===== config.mk =====
export PLATFORM = sky130hd
export DESIGN_NAME = rfd_divider_timeout
export DESIGN_NICKNAME = d
export VERILOG_FILES = /design/src/core/rfd_pkg.sv /design/src/core/rfd_divider_timeout.sv /design/src/core/rfd_serial_rx.sv
export SDC_FILE = /design/constraint.sdc
export NUM_CORES = 1
export LEC_CHECK = 0
export ABC_AREA = 1
export ABC_CLOCK_PERIOD_IN_PS = 1400
export BUFFER_PORTS_ARGS = -buffer_cell sky130_fd_sc_hd__buf_2
export CELL_PAD_IN_SITES_DETAIL_PLACEMENT = 1
export CELL_PAD_IN_SITES_GLOBAL_PLACEMENT = 2
export CORE_MARGIN = 2
export CORE_UTILIZATION = 35
export CTS_CLUSTER_SIZE = 16
export DETAILED_ROUTE_END_ITERATION = 8
export PLACE_DENSITY_LB_ADDON = 0.1
export SLEW_MARGIN = 10
export SYNTH_ARGS = -nofsm -noshare
export SYNTH_HDL_FRONTEND = slang
export SYNTH_HIERARCHICAL = 1
export SYNTH_SLANG_ARGS = --single-unit

===== constraint.sdc =====
create_clock -name clk -period 1.4 [get_ports clk]
set_input_delay 0.14 -clock clk [delete_from_list [all_inputs] [get_ports clk]]
set_output_delay 0.14 -clock clk [all_outputs]
set_load 0.01 [all_outputs]

===== src/core/rfd_pkg.sv =====
// Constants for the RF feedback divider and acquisition-boost timeout block.
// Assumes 24-bit serial configuration words whose low three bits select the register.
package rfd_pkg;
  localparam int WORD_W   = 24;
  localparam int ADDR_MSB = 2;
  localparam int ADDR_W   = 3;

  localparam logic [ADDR_W-1:0] ADDR_PUMP_CTRL = 3'h0;
  localparam logic [ADDR_W-1:0] ADDR_FB_DIV    = 3'h1;
  localparam logic [ADDR_W-1:0] ADDR_TIMEOUT   = 3'h2;

  // Charge-pump control word fields
  localparam int PUMP_GAIN_BIT  = 19;
  localparam int PUMP_HIGHZ_BIT = 20;

  // Feedback divider word fields
  localparam int PD_BIT      = 23;
  localparam int PSEL_BIT    = 22;
  localparam int B_MSB       = 21;
  localparam int B_LSB_LOW   = 7;
  localparam int B_LSB_HIGH  = 8;
  localparam int B_W         = 15;
  localparam logic [B_W-1:0] B_MIN = 15'h0003;

  localparam logic [5:0] MOD_8  = 6'h08;
  localparam logic [5:0] MOD_16 = 6'h10;
  localparam logic [5:0] MOD_32 = 6'h20;

  // Timeout word fields and modes
  localparam int TOC_MSB = 14;
  localparam int TOC_LSB = 3;
  localparam int TOC_W   = 12;
  localparam logic [TOC_W-1:0] TOC_TRISTATE  = 12'h000;
  localparam logic [TOC_W-1:0] TOC_MANUAL    = 12'h001;
  localparam logic [TOC_W-1:0] TOC_GP_LOW    = 12'h002;
  localparam logic [TOC_W-1:0] TOC_GP_HIGH   = 12'h003;
  localparam logic [TOC_W-1:0] TOC_TIMED_MIN = 12'h004;

  localparam logic [WORD_W-1:0] WORD_RESET = 24'h000000;
  localparam logic [1:0]        PUMP_RESET = 2'h0;
endpackage


===== src/core/rfd_divider_timeout.sv =====
// RF feedback divider configuration and acquisition-boost timeout counter.
// Assumes pfd_event is a one-cycle pulse on clk from the phase detector.
//
// What this block does
// - Low-band variants: 15-bit binary count in word bits 21..7, range 3..32767.
// - High-band variant: 14-bit binary count in word bits 21..8, range 3..16383.
// - Low-band variants: prescaler select 0 gives 8/9, 1 gives 16/17.
// - High-band variant: prescaler select 0 gives 16/17, 1 gives 32/33.
// - Powerdown bit 23 clear keeps the loop active, set powers it down.
// - Pump high-impedance bit decides synchronous or asynchronous powerdown.
// - Timeout value is 12 bits in word bits 14..3; bits 23..15 are zero.
// - Timeout 0: boost pin high impedance, pump gain from gain select.
// - Timeout 1: pin driven low, pump forced to high gain indefinitely.
// - Timeout 2: pin driven low, pump gain from gain select.
// - Timeout 3: pin driven high, pump gain from gain select.
// - Timeout 4..4095: low with high gain for that many events, then release.
// - New timeout value takes effect only at the next phase-detector event.
// - Gain select 0 means low gain, 1 means high gain.
module rfd_divider_timeout #(
  parameter bit HIGH_BAND_VARIANT = 1'b0
) (
  input  wire logic                      clk,
  input  wire logic                      reset,
  input  wire logic                      ser_clk,
  input  wire logic                      ser_data,
  input  wire logic                      ser_latch,
  input  wire logic                      pfd_event,
  output logic [rfd_pkg::B_W-1:0]        rf_binary_divide_count,
  output logic                           rf_prescaler_modulus_select,
  output logic [5:0]                     rf_prescaler_lower_modulus,
  output logic                           rf_divide_illegal,
  output logic                           rf_loop_powerdown,
  output logic                           rf_pump_high_impedance,
  output logic                           rf_pump_high_gain,
  output logic                           rf_boost_output_pin_o,
  output logic                           rf_boost_output_pin_oe
);
  logic [rfd_pkg::WORD_W-1:0]  word;
  logic                        word_valid;
  logic [1:0]                  pump_q;
  logic [rfd_pkg::WORD_W-1:0]  div_q;
  logic [rfd_pkg::TOC_W-1:0]   toc_pend_q;
  logic                        toc_new_q;
  logic [rfd_pkg::TOC_W-1:0]   toc_act_q;
  logic [rfd_pkg::TOC_W-1:0]   boost_cnt_q;
  logic                        pin_o_d;
  logic                        pin_oe_d;
  logic                        gain_d;

  // Reset leaves the smallest legal count so the divider never starts from zero
  typedef logic [rfd_pkg::WORD_W-1:0] rfd_word_t;
  localparam rfd_word_t DIV_RESET = HIGH_BAND_VARIANT
                                    ? rfd_word_t'(rfd_pkg::B_MIN) << rfd_pkg::B_LSB_HIGH
                                    : rfd_word_t'(rfd_pkg::B_MIN) << rfd_pkg::B_LSB_LOW;

  function automatic logic [rfd_pkg::B_W-1:0] b_field(input logic [rfd_pkg::WORD_W-1:0] w);
    if (HIGH_BAND_VARIANT) begin
      b_field = {1'b0, w[rfd_pkg::B_MSB:rfd_pkg::B_LSB_HIGH]};
    end else begin
      b_field = w[rfd_pkg::B_MSB:rfd_pkg::B_LSB_LOW];
    end
  endfunction

  function automatic logic [5:0] lower_modulus(input logic sel);
    if (HIGH_BAND_VARIANT) begin
      lower_modulus = sel ? rfd_pkg::MOD_32 : rfd_pkg::MOD_16;
    end else begin
      lower_modulus = sel ? rfd_pkg::MOD_16 : rfd_pkg::MOD_8;
    end
  endfunction

  rfd_serial_rx u_rx (
    .clk          (clk),
    .reset        (reset),
    .ser_clk      (ser_clk),
    .ser_data     (ser_data),
    .ser_latch    (ser_latch),
    .word_q       (word),
    .word_valid_q (word_valid)
  );

  // Register decode by the address field of each latched word
  always_ff @(posedge clk) begin
    if (reset) begin
      pump_q <= rfd_pkg::PUMP_RESET;
      div_q  <= DIV_RESET;
    end else if (word_valid) begin
      if (word[rfd_pkg::ADDR_MSB:0] == rfd_pkg::ADDR_PUMP_CTRL) begin
        pump_q <= {word[rfd_pkg::PUMP_HIGHZ_BIT], word[rfd_pkg::PUMP_GAIN_BIT]};
      end
      if (word[rfd_pkg::ADDR_MSB:0] == rfd_pkg::ADDR_FB_DIV) begin
        div_q <= word;
      end
    end
  end

  // Upper bits of the timeout word are ignored by design
  always_ff @(posedge clk) begin
    if (reset) begin
      toc_pend_q <= rfd_pkg::TOC_TRISTATE;
    end else if (word_valid && word[rfd_pkg::ADDR_MSB:0] == rfd_pkg::ADDR_TIMEOUT) begin
      toc_pend_q <= word[rfd_pkg::TOC_MSB:rfd_pkg::TOC_LSB];
    end
  end

  // A write landing on the event cycle is kept for the following event
  always_ff @(posedge clk) begin
    if (reset) begin
      toc_new_q <= 1'b0;
    end else if (word_valid && word[rfd_pkg::ADDR_MSB:0] == rfd_pkg::ADDR_TIMEOUT) begin
      toc_new_q <= 1'b1;
    end else if (pfd_event) begin
      toc_new_q <= 1'b0;
    end
  end

  always_ff @(posedge clk) begin
    if (reset) begin
      toc_act_q   <= rfd_pkg::TOC_TRISTATE;
      boost_cnt_q <= rfd_pkg::TOC_TRISTATE;
    end else if (pfd_event && toc_new_q) begin
      toc_act_q   <= toc_pend_q;
      boost_cnt_q <= (toc_pend_q >= rfd_pkg::TOC_TIMED_MIN) ? toc_pend_q
                                                             : rfd_pkg::TOC_TRISTATE;
    end else if (pfd_event && boost_cnt_q != rfd_pkg::TOC_TRISTATE) begin
      boost_cnt_q <= boost_cnt_q - 12'h001;
    end
  end

  always_comb begin
    pin_o_d  = 1'b0;
    pin_oe_d = 1'b0;
    gain_d   = pump_q[0];
    case (toc_act_q)
      rfd_pkg::TOC_TRISTATE: begin
        pin_oe_d = 1'b0;
      end
      rfd_pkg::TOC_MANUAL: begin
        pin_oe_d = 1'b1;
        gain_d   = 1'b1;
      end
      rfd_pkg::TOC_GP_LOW: begin
        pin_oe_d = 1'b1;
      end
      rfd_pkg::TOC_GP_HIGH: begin
        pin_oe_d = 1'b1;
        pin_o_d  = 1'b1;
      end
      default: begin
        pin_oe_d = (boost_cnt_q != rfd_pkg::TOC_TRISTATE);
        gain_d   = (boost_cnt_q != rfd_pkg::TOC_TRISTATE);
      end
    endcase
  end

  always_ff @(posedge clk) begin
    if (reset) begin
      rf_boost_output_pin_o  <= 1'b0;
      rf_boost_output_pin_oe <= 1'b0;
      rf_pump_high_gain      <= 1'b0;
    end else begin
      rf_boost_output_pin_o  <= pin_o_d;
      rf_boost_output_pin_oe <= pin_oe_d;
      rf_pump_high_gain      <= gain_d;
    end
  end

  // Powering up is immediate; powering down waits for an event unless the pump is parked
  always_ff @(posedge clk) begin
    if (reset) begin
      rf_loop_powerdown <= 1'b0;
    end else if (!div_q[rfd_pkg::PD_BIT]) begin
      rf_loop_powerdown <= 1'b0;
    end else if (pump_q[1] || pfd_event) begin
      rf_loop_powerdown <= 1'b1;
    end
  end

  // Modulus is exported so the divider computes modulus * count + swallow
  always_ff @(posedge clk) begin
    if (reset) begin
      rf_binary_divide_count      <= rfd_pkg::B_MIN;
      rf_prescaler_modulus_select <= 1'b0;
      rf_prescaler_lower_modulus  <= lower_modulus(1'b0);
      rf_divide_illegal           <= 1'b0;
      rf_pump_high_impedance      <= 1'b0;
    end else begin
      rf_binary_divide_count      <= b_field(div_q);
      rf_prescaler_modulus_select <= div_q[rfd_pkg::PSEL_BIT];
      rf_prescaler_lower_modulus  <= lower_modulus(div_q[rfd_pkg::PSEL_BIT]);
      rf_divide_illegal           <= b_field(div_q) < rfd_pkg::B_MIN;
      rf_pump_high_impedance      <= pump_q[1];
    end
  end

  manual_boost_a: assert property (@(posedge clk) disable iff (reset)
    toc_act_q == rfd_pkg::TOC_MANUAL |=> rf_boost_output_pin_oe && !rf_boost_output_pin_o
                                        && rf_pump_high_gain)
    else $error("manual boost not driving low with high gain");

  idle_tristate_a: assert property (@(posedge clk) disable iff (reset)
    toc_act_q == rfd_pkg::TOC_TRISTATE |=> !rf_boost_output_pin_oe
                                          && rf_pump_high_gain == $past(pump_q[0]))
    else $error("timeout zero not tri-stated with selected gain");

  gp_low_a: assert property (@(posedge clk) disable iff (reset)
    toc_act_q == rfd_pkg::TOC_GP_LOW |=> rf_boost_output_pin_oe && !rf_boost_output_pin_o
                                        && rf_pump_high_gain == $past(pump_q[0]))
    else $error("general purpose low mode wrong");

  gp_high_a: assert property (@(posedge clk) disable iff (reset)
    toc_act_q == rfd_pkg::TOC_GP_HIGH |=> rf_boost_output_pin_oe && rf_boost_output_pin_o
                                         && rf_pump_high_gain == $past(pump_q[0]))
    else $error("general purpose high mode wrong");

  timed_release_a: assert property (@(posedge clk) disable iff (reset)
    toc_act_q >= rfd_pkg::TOC_TIMED_MIN && boost_cnt_q == rfd_pkg::TOC_TRISTATE
    |=> !rf_boost_output_pin_oe && !rf_pump_high_gain)
    else $error("boost not released after timeout");

  timed_load_a: assert property (@(posedge clk) disable iff (reset)
    pfd_event && toc_new_q && toc_pend_q >= rfd_pkg::TOC_TIMED_MIN
    |=> boost_cnt_q == $past(toc_pend_q) ##1 rf_boost_output_pin_oe && rf_pump_high_gain)
    else $error("timed boost not loaded and active");

  event_latch_a: assert property (@(posedge clk) disable iff (reset)
    !pfd_event |=> $stable(toc_act_q))
    else $error("timeout mode changed without an event");

  async_pd_a: assert property (@(posedge clk) disable iff (reset)
    div_q[rfd_pkg::PD_BIT] && pump_q[1] |=> rf_loop_powerdown)
    else $error("asynchronous powerdown did not act at once");

  sync_pd_a: assert property (@(posedge clk) disable iff (reset)
    !rf_loop_powerdown && !pump_q[1] && !pfd_event |=> !rf_loop_powerdown)
    else $error("synchronous powerdown acted without an event");

  prescaler_map_a: assert property (@(posedge clk) disable iff (reset)
    ##1 rf_prescaler_lower_modulus == (HIGH_BAND_VARIANT
      ? ($past(div_q[rfd_pkg::PSEL_BIT]) ? rfd_pkg::MOD_32 : rfd_pkg::MOD_16)
      : ($past(div_q[rfd_pkg::PSEL_BIT]) ? rfd_pkg::MOD_16 : rfd_pkg::MOD_8)))
    else $error("prescaler modulus mismatch");
endmodule // rfd_divider_timeout


===== src/core/rfd_serial_rx.sv =====
// Three-wire serial word receiver: clock, data and latch pins.
// Assumes pins are asynchronous to clk and much slower than it.
module rfd_serial_rx (
  input  wire logic                       clk,
  input  wire logic                       reset,
  input  wire logic                       ser_clk,
  input  wire logic                       ser_data,
  input  wire logic                       ser_latch,
  output logic [rfd_pkg::WORD_W-1:0]      word_q,
  output logic                            word_valid_q
);
  logic [2:0]                  s1_q;
  logic [2:0]                  s2_q;
  logic [2:0]                  s3_q;
  logic [2:0]                  filt_q;
  logic [2:0]                  prev_q;
  logic [rfd_pkg::WORD_W-1:0]  shift_q;

  always_ff @(posedge clk) begin
    if (reset) begin
      s1_q <= 3'h0;
      s2_q <= 3'h0;
      s3_q <= 3'h0;
    end else begin
      s1_q <= {ser_latch, ser_data, ser_clk};
      s2_q <= s1_q;
      s3_q <= s2_q;
    end
  end

  // A level change is believed only once two stages agree
  always_ff @(posedge clk) begin
    if (reset) begin
      filt_q <= 3'h0;
      prev_q <= 3'h0;
    end else begin
      filt_q <= (s2_q & s3_q) | (filt_q & (s2_q ^ s3_q));
      prev_q <= filt_q;
    end
  end

  // Most significant bit first
  always_ff @(posedge clk) begin
    if (reset) begin
      shift_q <= rfd_pkg::WORD_RESET;
    end else if (filt_q[0] && !prev_q[0]) begin
      shift_q <= {shift_q[rfd_pkg::WORD_W-2:0], filt_q[1]};
    end
  end

  always_ff @(posedge clk) begin
    if (reset) begin
      word_q       <= rfd_pkg::WORD_RESET;
      word_valid_q <= 1'b0;
    end else begin
      word_valid_q <= filt_q[2] && !prev_q[2];
      if (filt_q[2] && !prev_q[2]) begin
        word_q <= shift_q;
      end
    end
  end
endmodule // rfd_serial_rx


Yosys cells after proc, flatten, opt, wreduce, memory -nomap -nowiden
Index checks and enable logic that the tools add are counted.
{"block": "totals", "out_inout_bits": 28, "reg_bits": 155, "rom_bits": 0, "inputBits": 6, "n_memories": 0, "latch_bits": 0, "mem_bits_rw": 0, "word_cells": 64}
{"block": "classes", "order_cmp": 2, "add_sub_neg": 1, "multipliers": 0, "n_bitwise": 5, "div": 0, "muxes": 10, "eq_ne": 5, "reduce_logical": 18, "n_shift": 0}
{"op": "$mux 12", "count": 3}
{"op": "$eq 12x2->1 const B", "count": 2}
{"op": "$lt 15x2->1 const B", "count": 1}
{"op": "$mux 15", "count": 1}
{"op": "$eq 12x1->1 const B", "count": 1}
{"op": "$ge 12x3->1 const B", "count": 1}
{"op": "$logic_not 12->1", "count": 1}
{"op": "$reduce_bool 12->1", "count": 1}
{"op": "$sub 12x1->12 const B", "count": 1}
{"op": "$and 3x3->3", "count": 2}
{"op": "$reduce_or 3->1", "count": 2}
{"op": "$logic_and 1x1->1", "count": 5}
{"op": "$mux 5", "count": 1}
{"op": "$pmux 1 s2", "count": 2}
{"op": "$reduce_and 2->1", "count": 2}
{"op": "$reduce_bool 2->1", "count": 2}
{"op": "$eq 3x1->1 const B", "count": 1}
{"op": "$eq 3x2->1 const B", "count": 1}
{"op": "$logic_not 3->1", "count": 1}
{"op": "$mux 1", "count": 3}
{"op": "$or 3x3->3", "count": 1}
{"op": "$xor 3x3->3", "count": 1}
{"op": "$logic_not 1->1", "count": 2}
{"op": "$reduce_or 2->1", "count": 1}
{"op": "other kinds (2)", "count": 2}

Logic depth before layout (Yosys ltp)
Gate-level depths: netlist (run 1).
{"block": "logic_depth", "ltp_word": 4, "mapped_depth": 10, "mapped_depth_nobuf": 10}

Hierarchy
The synthesis (run 1) kept the hierarchy.
{"module": "rfd_divider_timeout", "seq_area_each_um2": 1581.5, "instances": 1, "area_per_inst_um2": 3208.1, "cells_each": 442}
{"module": "rfd_serial_rx", "seq_area_each_um2": 1261.2, "instances": 1, "area_per_inst_um2": 2464.9, "cells_each": 338}

Worst setup path after synthesis (run 1)
Ideal clock, no wire load.
{"block": "synth_path", "path_kind": "register -> register", "start": "register boost_cnt_q[0] (netlist bit)", "end": "register boost_cnt_q[10] (netlist bit)", "synth_period_minus_slack_ps": 1271, "path_buffers": 1, "arrival_time_ps": 1160, "required_time_ps": 1288, "setup_ps": 112, "path_stages_with_launch": 11, "path_slack_ps": 129, "cell_sequence": "dfxtp_1 -> inv_1 -> ha_1 -> nand2_1 -> nor2_2 -> nand3_2 -> nand2_2 -> buf_6 -> nand2_1 -> nand2_1 -> nor2_1"}
{"block": "synth_via", "elab_chain_len": 3, "word_cells_on_any_way": 6, "classes_between": "add/sub (1); mux (2); reduce/logical (3)"}
{"element": "start: declaration", "line": "rfd_divider_timeout.sv:45", "rtl": "logic [rfd_pkg::TOC_W-1:0] boost_cnt_q;"}
{"element": "start signal: assignment", "line": "rfd_divider_timeout.sv:120", "rtl": "boost_cnt_q <= rfd_pkg::TOC_TRISTATE;"}
{"element": "start signal: assignment", "line": "rfd_divider_timeout.sv:123", "rtl": "boost_cnt_q <= (toc_pend_q >= rfd_pkg::TOC_TIMED_MIN) ? toc_pend_q"}
{"element": "start signal: assignment", "line": "rfd_divider_timeout.sv:126", "rtl": "boost_cnt_q <= boost_cnt_q - 12'h001;"}
{"element": "$sub 12x1->12 / $reduce_bool 12->1 (equally long branches)", "line": "rfd_divider_timeout.sv:126, rfd_divider_timeout.sv:125"}
{"element": "$mux 12 / $logic_and 1x1->1 (equally long branches)", "line": "rfd_divider_timeout.sv:125", "rtl": "end else if (pfd_event && boost_cnt_q != rfd_pkg::TOC_TRISTATE) begin"}
{"element": "$mux 12 / $reduce_bool 2->1 (equally long branches)"}
Parallel ways exist; a longest one is shown, timed or not. The select of a mux whose other input is x is not followed.
A chain may end at the register's enable or synchronous reset.

Worst setup path in the final report (run 1)
{"block": "layout_path", "start": "register u_rx.word_valid_q", "end": "register div_q[23] (netlist bit)"}
{"block": "layout_via", "elab_chain_len": 1}
{"element": "start: declaration", "line": "rfd_serial_rx.sv:10", "rtl": "output logic word_valid_q"}
{"element": "start signal: assignment", "line": "rfd_serial_rx.sv:56", "rtl": "word_valid_q <= filt_q[2] && !prev_q[2];"}
{"element": "$reduce_and 2->1 (no line)"}
{"element": "end signal: assignment", "line": "rfd_divider_timeout.sv:92", "rtl": "div_q <= word;"}
{"element": "end: declaration", "line": "rfd_divider_timeout.sv:41", "rtl": "logic [rfd_pkg::WORD_W-1:0] div_q;"}
No other way between the ends.

==> summary.txt, run 1 <==
Status
  • Status: finished clean

Global route
  • Largest net degree at the start of global routing: 48
  • First-pass GRT wire length: 23,200 microns
  • Vias in the first global route: 4,805
  • Initial antenna violation count: 0
  • Gr usage total: 0.1672
  • Total gr overflow: 0

Yosys
  • Area leader, netlist: dfxtp_1
  • Seq/Total Area, Yosys: 0.5011
  • Yosys cell types: 29
  • Post-synthesis mux area share: 0
  • #FFs+latches synth: 142
  • Top cells by area, synth: dfxtp_1, nor2_1, nand2_1, inv_1, nand3_1
  • Yosys warnings: 6
  • Synth Area in Simple Gates: 0.2940
  • Largest family of logic cells by synthesized area: simple AND/OR/NAND/NOR gates
  • Post-synthesis xor/xnor area fraction: 0.001544
  • Share of the synthesized area in the top cell type: 0.5011
  • Syn Area/Cell: 7.273 sq um
  • Compound-cell area share of the yosys netlist: 0.08315
  • Cells after Synth: 780
  • Post-Synthesis Cell Area: 5673 sq um
  • Synthesized-area fraction occupied by adder cells: 0.01103

Clock network
  • CTS Buf Count: 17
  • Clk slew on worst S/H paths: 60 ps
  • Clock latency on the worst-skew pair: 420 ps
  • CTS tree: done
  • CTS H-Tree Depth: 4
  • CTS root buf: clkbuf_16
  • CTS Buffer Depth: 2
  • Clock sink total: 142

Detailed routing
  • DR iter-0 viols: approximately 160
  • Via-per-instance ratio: 4.528
  • 1st-pass router iterations: 4
  • DRC errors left: 0
  • Vias: 4,736
  • Routed Antenna Nets: 0
  • Drt wl/cell: 13.25 microns
  • Drt total wl: around 14,000 microns

Finish
  • Register area: between 2000 and 3000 sq um
  • Final nets: 828
  • ANT cells: 0
  • Area Overhead vs Synth: 19.45%
  • # fillers: approximately 2,000
  • Layout Cells excl Fill: 1,046
  • Area taken by multi-input logic gates: 2301 sq um
  • Layout cells sized above 1: 0.1506

Floorplanning
  • Die Ht: 131.3 microns
  • CORE AREA: 15,890 sq um
  • Initial core utilization: 0.3571
  • IO Count: 34
  • Die area: 17,240 sq um
  • Die width: 131.3 microns
  • Num rows: 46

Min path
  • HP Class: input pin to flip-flop
  • Hold path cells: 4

Critical path
  • Kind of critical path: flip-flop to flip-flop
  • Worst setup SP type: flip-flop
  • Crit-path max FO: 31
  • Register-to-Register Path Depth: 6
  • Worst path arrival time: about 1600 ps
  • Required time worst endpoint: 1700 ps
  • Worst Setup End Kind: flip-flop

Timing
  • Setup_tns: 0 ps
  • Post-route minimum period: 1327 ps
  • Final Hold Fails: 0
  • Max Freq: 753.4 MHz
  • Clk_skew: ~8.3 ps
  • Setup violations, final: 0
  • Hold_ws: ~200 ps
  • Pins Over Slew Limit: 0
  • RSZ-0062 raised after global routing: true
  • Final period util: 0.9481

Power
  • Leakage: 2.866 nW
  • Tot Pwr: 9.453 mW
  • Power per standard cell area: 1395 nW/um^2
  • Peak VDD IR: 0.9282 mV

Placed design
  • Hpwl dp: around 9700 microns
  • Dpl cells: roughly 1,000
  • Buffers on Ports: 29
  • GP Congestion: 0.8185

Job
  • Number of max-cap violations: 0
[metrics by stage]
step             util  worst slack, ps  instance area, sq um
2_1_floorplan       -            128.6                  5684
3_3_place_gp   0.3815            15.70                  6061
3_5_place_dp   0.3815           -56.98                  6061
4_1_cts        0.4203            4.506                  6676
5_1_grt        0.4266           -12.63                  6777
6_report       0.4266            72.61                  6777
[per-layer routing]
| layer | GRT usage | wire, microns | part of all wire |
|---|---|---|---|
| met1 | 0.2121 | 6699 | 0.48 |
| met2 | 0.2784 | 6624 | 0.48 |
| met3 | 0.04321 | 356 | 0.026 |
| met4 | 0.05374 | 180 | 0.013 |
| met5 | 0 | 0 | 0 |
[what timing repair did]
item                                   in CTS  in global routing
endpoints found under the hold margin       3                  0
setup endpoints to repair                  11                 13
buffers inserted                            0                  4
hold buffers                                3                  0
pin swaps                                   0                  7
resized for setup                           4                 23
[where the power goes]
group / total, mW / internal [mW] / leakage, nW / switching, mW
registers: 4.19 / 4.11 / 1.15 / 0.0763
logic: 0.852 / 0.331 / 1.43 / 0.521
clock network: 4.41 / 2.51 / 0.283 / 1.90
total: 9.45 / 6.95 / 2.87 / 2.50
[flip-flops by register name (all words and copies together) (netlist names), 2 cells and up]
signal                      cells
toc_pend_q                     12
u_rx/s2_q                       3
div_q                          17
toc_act_q                      12
u_rx/shift_q                   24
boost_cnt_q                    12
rf_prescaler_lower_modulus      2
u_rx/filt_q                     3
u_rx/s1_q                       3
rf_binary_divide_count         15
u_rx/prev_q                     2
u_rx/word_q                    24
pump_q                          2
u_rx/s3_q                       3
[cell families after synthesis]
| kind of cell | count (synthesis) |
|---|---|
| xor gates and xnor gates | 1 |
| and+or+nand+nor | 405 |
| AOI/OAI and AO/OA | 89 |
| DFF | 142 |
| other | 1 |
| adders and majority gates | 5 |
| buffers and inverters | 137 |
[final cells by class]
type	count	area share
timing repair buffer	57	0.06278
inverter	95	0.05299
multi-input combinational	504	0.3395
clock inverter	15	0.02216
sequential	142	0.4199
clock buffer	17	0.06278
tap	216	0.03988
[worst max-delay path: stages, from the launching register on]
cell,delay [ps]
dfxtp_1,310
inv_1,30
nor2_1,160
nand3_1,150
buf_12,190
o21ai_0,290
a21oi_1,70
[placed cells by master, fill, tap and decap left out, drive strengths merged, types with 4 or more instances in the layout]
cell type / Yosys / layout
nor2: 199 / 199
dfxtp: 142 / 142
nand2: 133 / 133
inv: 95 / 105
nand3: 66 / 66
buf: 29 / 54
a21oi: 46 / 46
o21ai: 37 / 37
clkbuf: 13 / 17
ha: 5 / 5
conb: 1 / 4
[synthesized netlist by cell type, drive strengths merged]
library cell,n
nor3,2
o21a,2
nand2,133
a21oi,46
clkbuf,13
conb,1
xnor2,1
o21ai,37
inv,95
ha,5
nor4,2
nand4,2
o21bai,1
o211ai,3
buf,29
or2,1
nor2,199
dfxtp,142
nand3,66
[path summary, 6_finish.rpt]
check	startpoint	end	slack, ps
worst min register to register	u_rx/s1_q[0]$_SDFF_PP0_	u_rx/s2_q[0]$_SDFF_PP0_	410
worst min-delay path	reset	u_rx/word_q[2]$_SDFFE_PP0P_	200
worst max register to register	u_rx/word_valid_q$_SDFF_PP0_	div_q[23]$_SDFFE_PP0P_	70
worst max-delay path	u_rx/word_valid_q$_SDFF_PP0_	div_q[23]$_SDFFE_PP0P_	70
Note: power is estimated with default switching activity, not from simulation.
==> inputs of run 2 (changes only) <==
--- a/config.mk
+++ b/config.mk
@@ -8,8 +8,8 @@
 export ABC_AREA = 1
 export ABC_CLOCK_PERIOD_IN_PS = 1400
 export BUFFER_PORTS_ARGS = -buffer_cell sky130_fd_sc_hd__buf_2
-export CELL_PAD_IN_SITES_DETAIL_PLACEMENT = 1
-export CELL_PAD_IN_SITES_GLOBAL_PLACEMENT = 2
+export CELL_PAD_IN_SITES_DETAIL_PLACEMENT = 0
+export CELL_PAD_IN_SITES_GLOBAL_PLACEMENT = 1
 export CORE_MARGIN = 2
 export CORE_UTILIZATION = 35
 export CTS_CLUSTER_SIZE = 16
==> summary.txt, run 2 (synthesis results as in run 1) <==
Detailed routing
  • Via-per-instance ratio: 4.416
  • Drt wl/cell: 11.79 microns
  • 1st-pass router iterations: 4
  • Vias: 4,615
  • DR iter-0 viols: about 180
  • DRC errors left: 0
  • Routed Antenna Nets: 0
  • Drt total wl: between 10,000 and 15,000 microns

Critical path
  • Worst-path cell chain: inv_2, ha_4, nand2_1, nor2_2, nand3_4, buf_6, nand3_1, nor2_1, nor2_1
  • Crit-path most repeated cell: nor2_1
  • Required time worst endpoint: 1760 ps
  • Kind of critical path: flip-flop to flip-flop
  • Worst Setup End Kind: flip-flop
  • Worst stage delay on the critical path: 320 ps
  • Worst path arrival time: roughly 1700 ps
  • Worst setup SP type: flip-flop
  • Crit-path max FO: 3
  • Slowest CP cell: dfxtp_1

Placed design
  • Dpl cells: 1,008
  • Hpwl dp: 8636 microns
  • GP Congestion: slightly below 0.8
  • Buffers on Ports: 29
  • Placed inst area: 6081 sq um

Floorplanning
  • Die Ht: between 100 and 150 microns
  • Initial core utilization: 0.3571
  • Die area: roughly 17,000 sq um
  • IO Count: 34
  • Num rows: 46
  • CORE AREA: 15,890 sq um
  • Die width: 131.3 microns

Global route
  • Gr usage total: 0.1520
  • Initial antenna violation count: 0
  • First-pass GRT wire length: 21,280 microns
  • Largest net degree at the start of global routing: 32
  • Total gr overflow: 0
  • Vias in the first global route: 4,409

Timing
  • Pins Over Slew Limit: 0
  • Final Hold Fails: 0
  • Final period util: 0.9329
  • Max Freq: about 770 MHz
  • Setup_tns: 0 ps
  • Clk_skew: about 8.1 ps
  • Setup violations, final: 0
  • Post-route minimum period: around 1300 ps

Finish
  • Most frequent cells in the layout: nor2_1, dfxtp_1, nand2_1
  • ANT cells: 0
  • Post-route cell area: 6790 sq um
  • Layout cells sized above 1: 0.1435
  • Commonest non-fill, non-tap cell in the layout: nor2_1
  • Layout Cells excl Fill: 1,045
  • Final nets: 827
  • Area Overhead vs Synth: 19.70%
  • Largest regs: u_rx/shift_q x24, u_rx/word_q x24, div_q x17
  • Final core occ: 0.4275

Clock network
  • CTS tree: done
  • CTS Buffer Depth: 2
  • CTS root buf: clkbuf_16
  • CTS H-Tree Depth: 4
  • Clock sink total: 142
  • Clk slew on worst S/H paths: 60 ps
  • Clock latency on the worst-skew pair: 420 ps
  • CTS Buf Count: 17

Status
  • Status: finished clean

Job
  • Number of max-cap violations: 0

Power
  • Peak VDD IR: 0.8883 mV
  • Tot Pwr: 9.358 mW
  • Power per standard cell area: 1378 nW/um^2
  • Leakage: 2.851 nW

Min path
  • HP Class: input pin to flip-flop
==> run 2: routing by layer <==
| metal | share of wire | vias to the layer above | global-route usage |
|---|---|---|---|
| li1 | - | 2480 | - |
| met1 | 0.51 | 2074 | 0.2036 |
| met2 | 0.45 | 49 | 0.2389 |
| met3 | 0.030 | 12 | 0.04321 |
| met4 | 0.011 | 0 | 0.04529 |
| met5 | 0 | - | 0 |
==> run 2: worst max-delay path: cells and delay by family (launching register included) <==
family                     cells  cell delay [ps]
DFF                            1              320
adders and majority gates      1              140
buffers and inverters          2              270
and+or+nand+nor                6              520
==> run 2: area by class of cell <==
| class | instances | area [sq um] |
|---|---|---|
| flip-flops and latches | 142 | 2844 |
| clock buffers | 17 | 425.4 |
| fillers | 1701 | 9095 |
| multi-input cells | 505 | 2321 |
| well taps | 216 | 270.3 |
| clock inverters | 15 | 146.4 |
| inverters | 95 | 356.6 |
| repair buffers | 55 | 426.7 |
==> run 2: metrics by stage <==
stage / setup slack (ps) / hold WS [ps]
after floorplan: 128.6 / 211.2
after global placement: -17.60 / 344.2
after detailed placement: -32.44 / 347.8
after CTS: 4.968 / 149.8
after global routing: -9.588 / 188.9
final: 93.88 / 157.1
==> run 2: final timing paths <==
check,end,depth (start not counted),from,slack (ps)
setup reg to reg,boost_cnt_q[8]$_SDFFE_PP0P_,9,boost_cnt_q[1]$_SDFFE_PP0P_,90
hold reg to reg,u_rx/s2_q[1]$_SDFF_PP0_,2,u_rx/s1_q[1]$_SDFF_PP0_,410
setup / recovery,boost_cnt_q[8]$_SDFFE_PP0P_,9,boost_cnt_q[1]$_SDFFE_PP0P_,90
hold / removal,u_rx/shift_q[3]$_SDFFE_PP0P_,4,reset,160
==> run 2: repair_timing <==
item / in CTS / in global routing
resized for setup: 2 / 25
pin swaps: 0 / 6
endpoints found under the setup margin: 5 / 14
hold endpoints to repair: 3 / 0
hold buffers: 3 / 0
buffers inserted: 0 / 1
gates cloned: 0 / 1
==> run 2: report_power, final <==
part / switching [mW] / internal [mW]
logic: 0.522 / 0.323
clock network: 1.84 / 2.49
registers: 0.0652 / 4.11
==> inputs of run 3 (changes only) <==
--- a/config.mk
+++ b/config.mk
@@ -8,12 +8,14 @@
 export ABC_AREA = 1
 export ABC_CLOCK_PERIOD_IN_PS = 1400
 export BUFFER_PORTS_ARGS = -buffer_cell sky130_fd_sc_hd__buf_2
+export CAP_MARGIN = 10
 export CELL_PAD_IN_SITES_DETAIL_PLACEMENT = 0
 export CELL_PAD_IN_SITES_GLOBAL_PLACEMENT = 1
 export CORE_MARGIN = 2
 export CORE_UTILIZATION = 35
 export CTS_CLUSTER_SIZE = 16
 export DETAILED_ROUTE_END_ITERATION = 8
+export MAX_ROUTING_LAYER = met4
 export PLACE_DENSITY_LB_ADDON = 0.1
 export SLEW_MARGIN = 10
 export SYNTH_ARGS = -nofsm -noshare
==> summary.txt, run 3 (synthesis results as in run 1) <==
Placed design
  • Hpwl dp: 8636 microns
  • GP Congestion: approximately 0.8
  • Setup slack after placement: -32.44 ps
  • Buffers on Ports: 29
  • Placed inst area: roughly 6100 sq um

Clock network
  • CTS Buf Count: 17
  • CTS root buf: clkbuf_16
  • Clock sink total: 142
  • Clk slew on worst S/H paths: 60 ps
  • CTS H-Tree Depth: 4
  • CTS tree: done
  • CTS Buffer Depth: 2
  • Clock latency on the worst-skew pair: 420 ps

Power
  • Power per standard cell area: 1378 nW/um^2
  • Tot Pwr: 9.355 mW
  • Leakage: about 2.9 nW
  • Peak VDD IR: a little under 0.9 mV

Global route
  • Initial antenna violation count: 0
  • Vias in the first global route: 4,404
  • Total gr overflow: 0
  • First-pass GRT wire length: 21,310 microns
  • Gr usage total: 0.1567
  • Largest net degree at the start of global routing: 32

Timing
  • Final period util: 0.9324
  • Setup violations, final: 0
  • Max Freq: approximately 770 MHz
  • Post-route minimum period: 1305 ps
  • Setup_tns: 0 ps
  • Final WS setup: between 90 and 100 ps
  • Final Hold Fails: 0
  • Clk_skew: 7.690 ps
  • Pins Over Slew Limit: 0

Critical path
  • Kind of critical path: flip-flop to flip-flop
  • Worst setup SP type: flip-flop
  • Worst Setup End Kind: flip-flop
  • Worst path arrival time: 1660 ps
  • Required time worst endpoint: 1760 ps
  • Crit-path max FO: 5

Detailed routing
  • Drt total wl: roughly 12,000 microns
  • Drt wl/cell: roughly 12 microns
  • DRC errors left: 0
  • 1st-pass router iterations: 5
  • Vias: 4,646
  • DR iter-0 viols: 197
  • Via-per-instance ratio: about 4.4
  • Routed Antenna Nets: 0

Status
  • Status: finished clean

Finish
  • Most frequent cells in the layout: nor2_1, dfxtp_1, nand2_1
  • Commonest non-fill, non-tap cell in the layout: nor2_1
  • Area Overhead vs Synth: 19.70%
  • Final nets: 827
  • Largest regs: u_rx/shift_q x24, u_rx/word_q x24, div_q x17
  • Layout cells sized above 1: 0.1435
  • ANT cells: 0
  • # fillers: between 1,500 and 2,000
  • Final core occ: 0.4275
  • Post-route cell area: 6790 sq um

Floorplanning
  • Initial core utilization: 0.3571
  • Die width: 131.3 microns
  • Die area: 17,240 sq um
  • CORE AREA: 15,890 sq um
  • Die Ht: 131.3 microns
  • Num rows: 46
  • IO Count: 34

Job
  • Number of max-cap violations: 0

Min path
  • HP Class: input pin to flip-flop
[run 3: cell counts in the layout (fill, tap and decap cells not counted)]
No cell type changed its count.
[run 3: repair_timing]
item	4_1_cts	5_1_grt
hold buffers	3	0
buffers inserted	0	1
pin swaps	0	6
endpoints found under the setup margin	5	14
gates cloned	0	1
hold endpoints to repair	3	0
gates resized for setup	2	24
[run 3: report_power, final]
| part | total [mW] | switching (mW) | leakage [nW] | internal [mW] |
|---|---|---|---|---|
| clock network | 4.33 | 1.84 | 0.277 | 2.49 |
| registers | 4.18 | 0.0651 | 1.15 | 4.11 |
| logic | 0.845 | 0.522 | 1.43 | 0.322 |
[run 3: path summary, 6_finish.rpt]
check                                            startpoint                      endpoint  slack, ps  depth (start not counted)
worst min register to register      u_rx/s1_q[2]$_SDFF_PP0_       u_rx/s2_q[2]$_SDFF_PP0_        410                          2
worst max register to register  boost_cnt_q[0]$_SDFFE_PP0P_   boost_cnt_q[8]$_SDFFE_PP0P_         90                          9
worst min-delay path                                  reset  u_rx/shift_q[3]$_SDFFE_PP0P_        160                          4
worst max-delay path            boost_cnt_q[0]$_SDFFE_PP0P_   boost_cnt_q[8]$_SDFFE_PP0P_         90                          9
[run 3: routing by layer]
layer,up-vias,GRT usage,wire length [microns]
met5,-,-,0
met4,0,0.04529,127
met3,12,0.04321,392
met2,51,0.2392,5543
met1,2102,0.2041,6249
li1,2481,-,-
[run 3: worst max-delay path, cell delays in order, from the launching register on]
cell and delay [ps]:
dfxtp_1 300, inv_2 120, ha_4 150, nand2_1 50
nor2_2 140, nand3_4 130, buf_6 150, nand3_1 80
nor2_1 50, nor2_1 70
[run 3: area by class of cell]
type,count,area (sq um),share of cell area
repair buffers,55,426.7,0.06283
multi-input cells,505,2321,0.3418
clock inverters,15,146.4,0.02156
flip-flops and latches,142,2844,0.4188
inverters,95,356.6,0.05252
clock buffers,17,425.4,0.06265
well taps,216,270.3,0.03980
[run 3: per-stage QoR]
stage | hold slack [ps] | cells
finish | 163.5 | 1045
global route | 189.0 | 1045
CTS | 149.8 | 1043
detailed placement | 347.8 | 1008
global placement | 344.2 | 1008
floorplan | 211.2 | 783
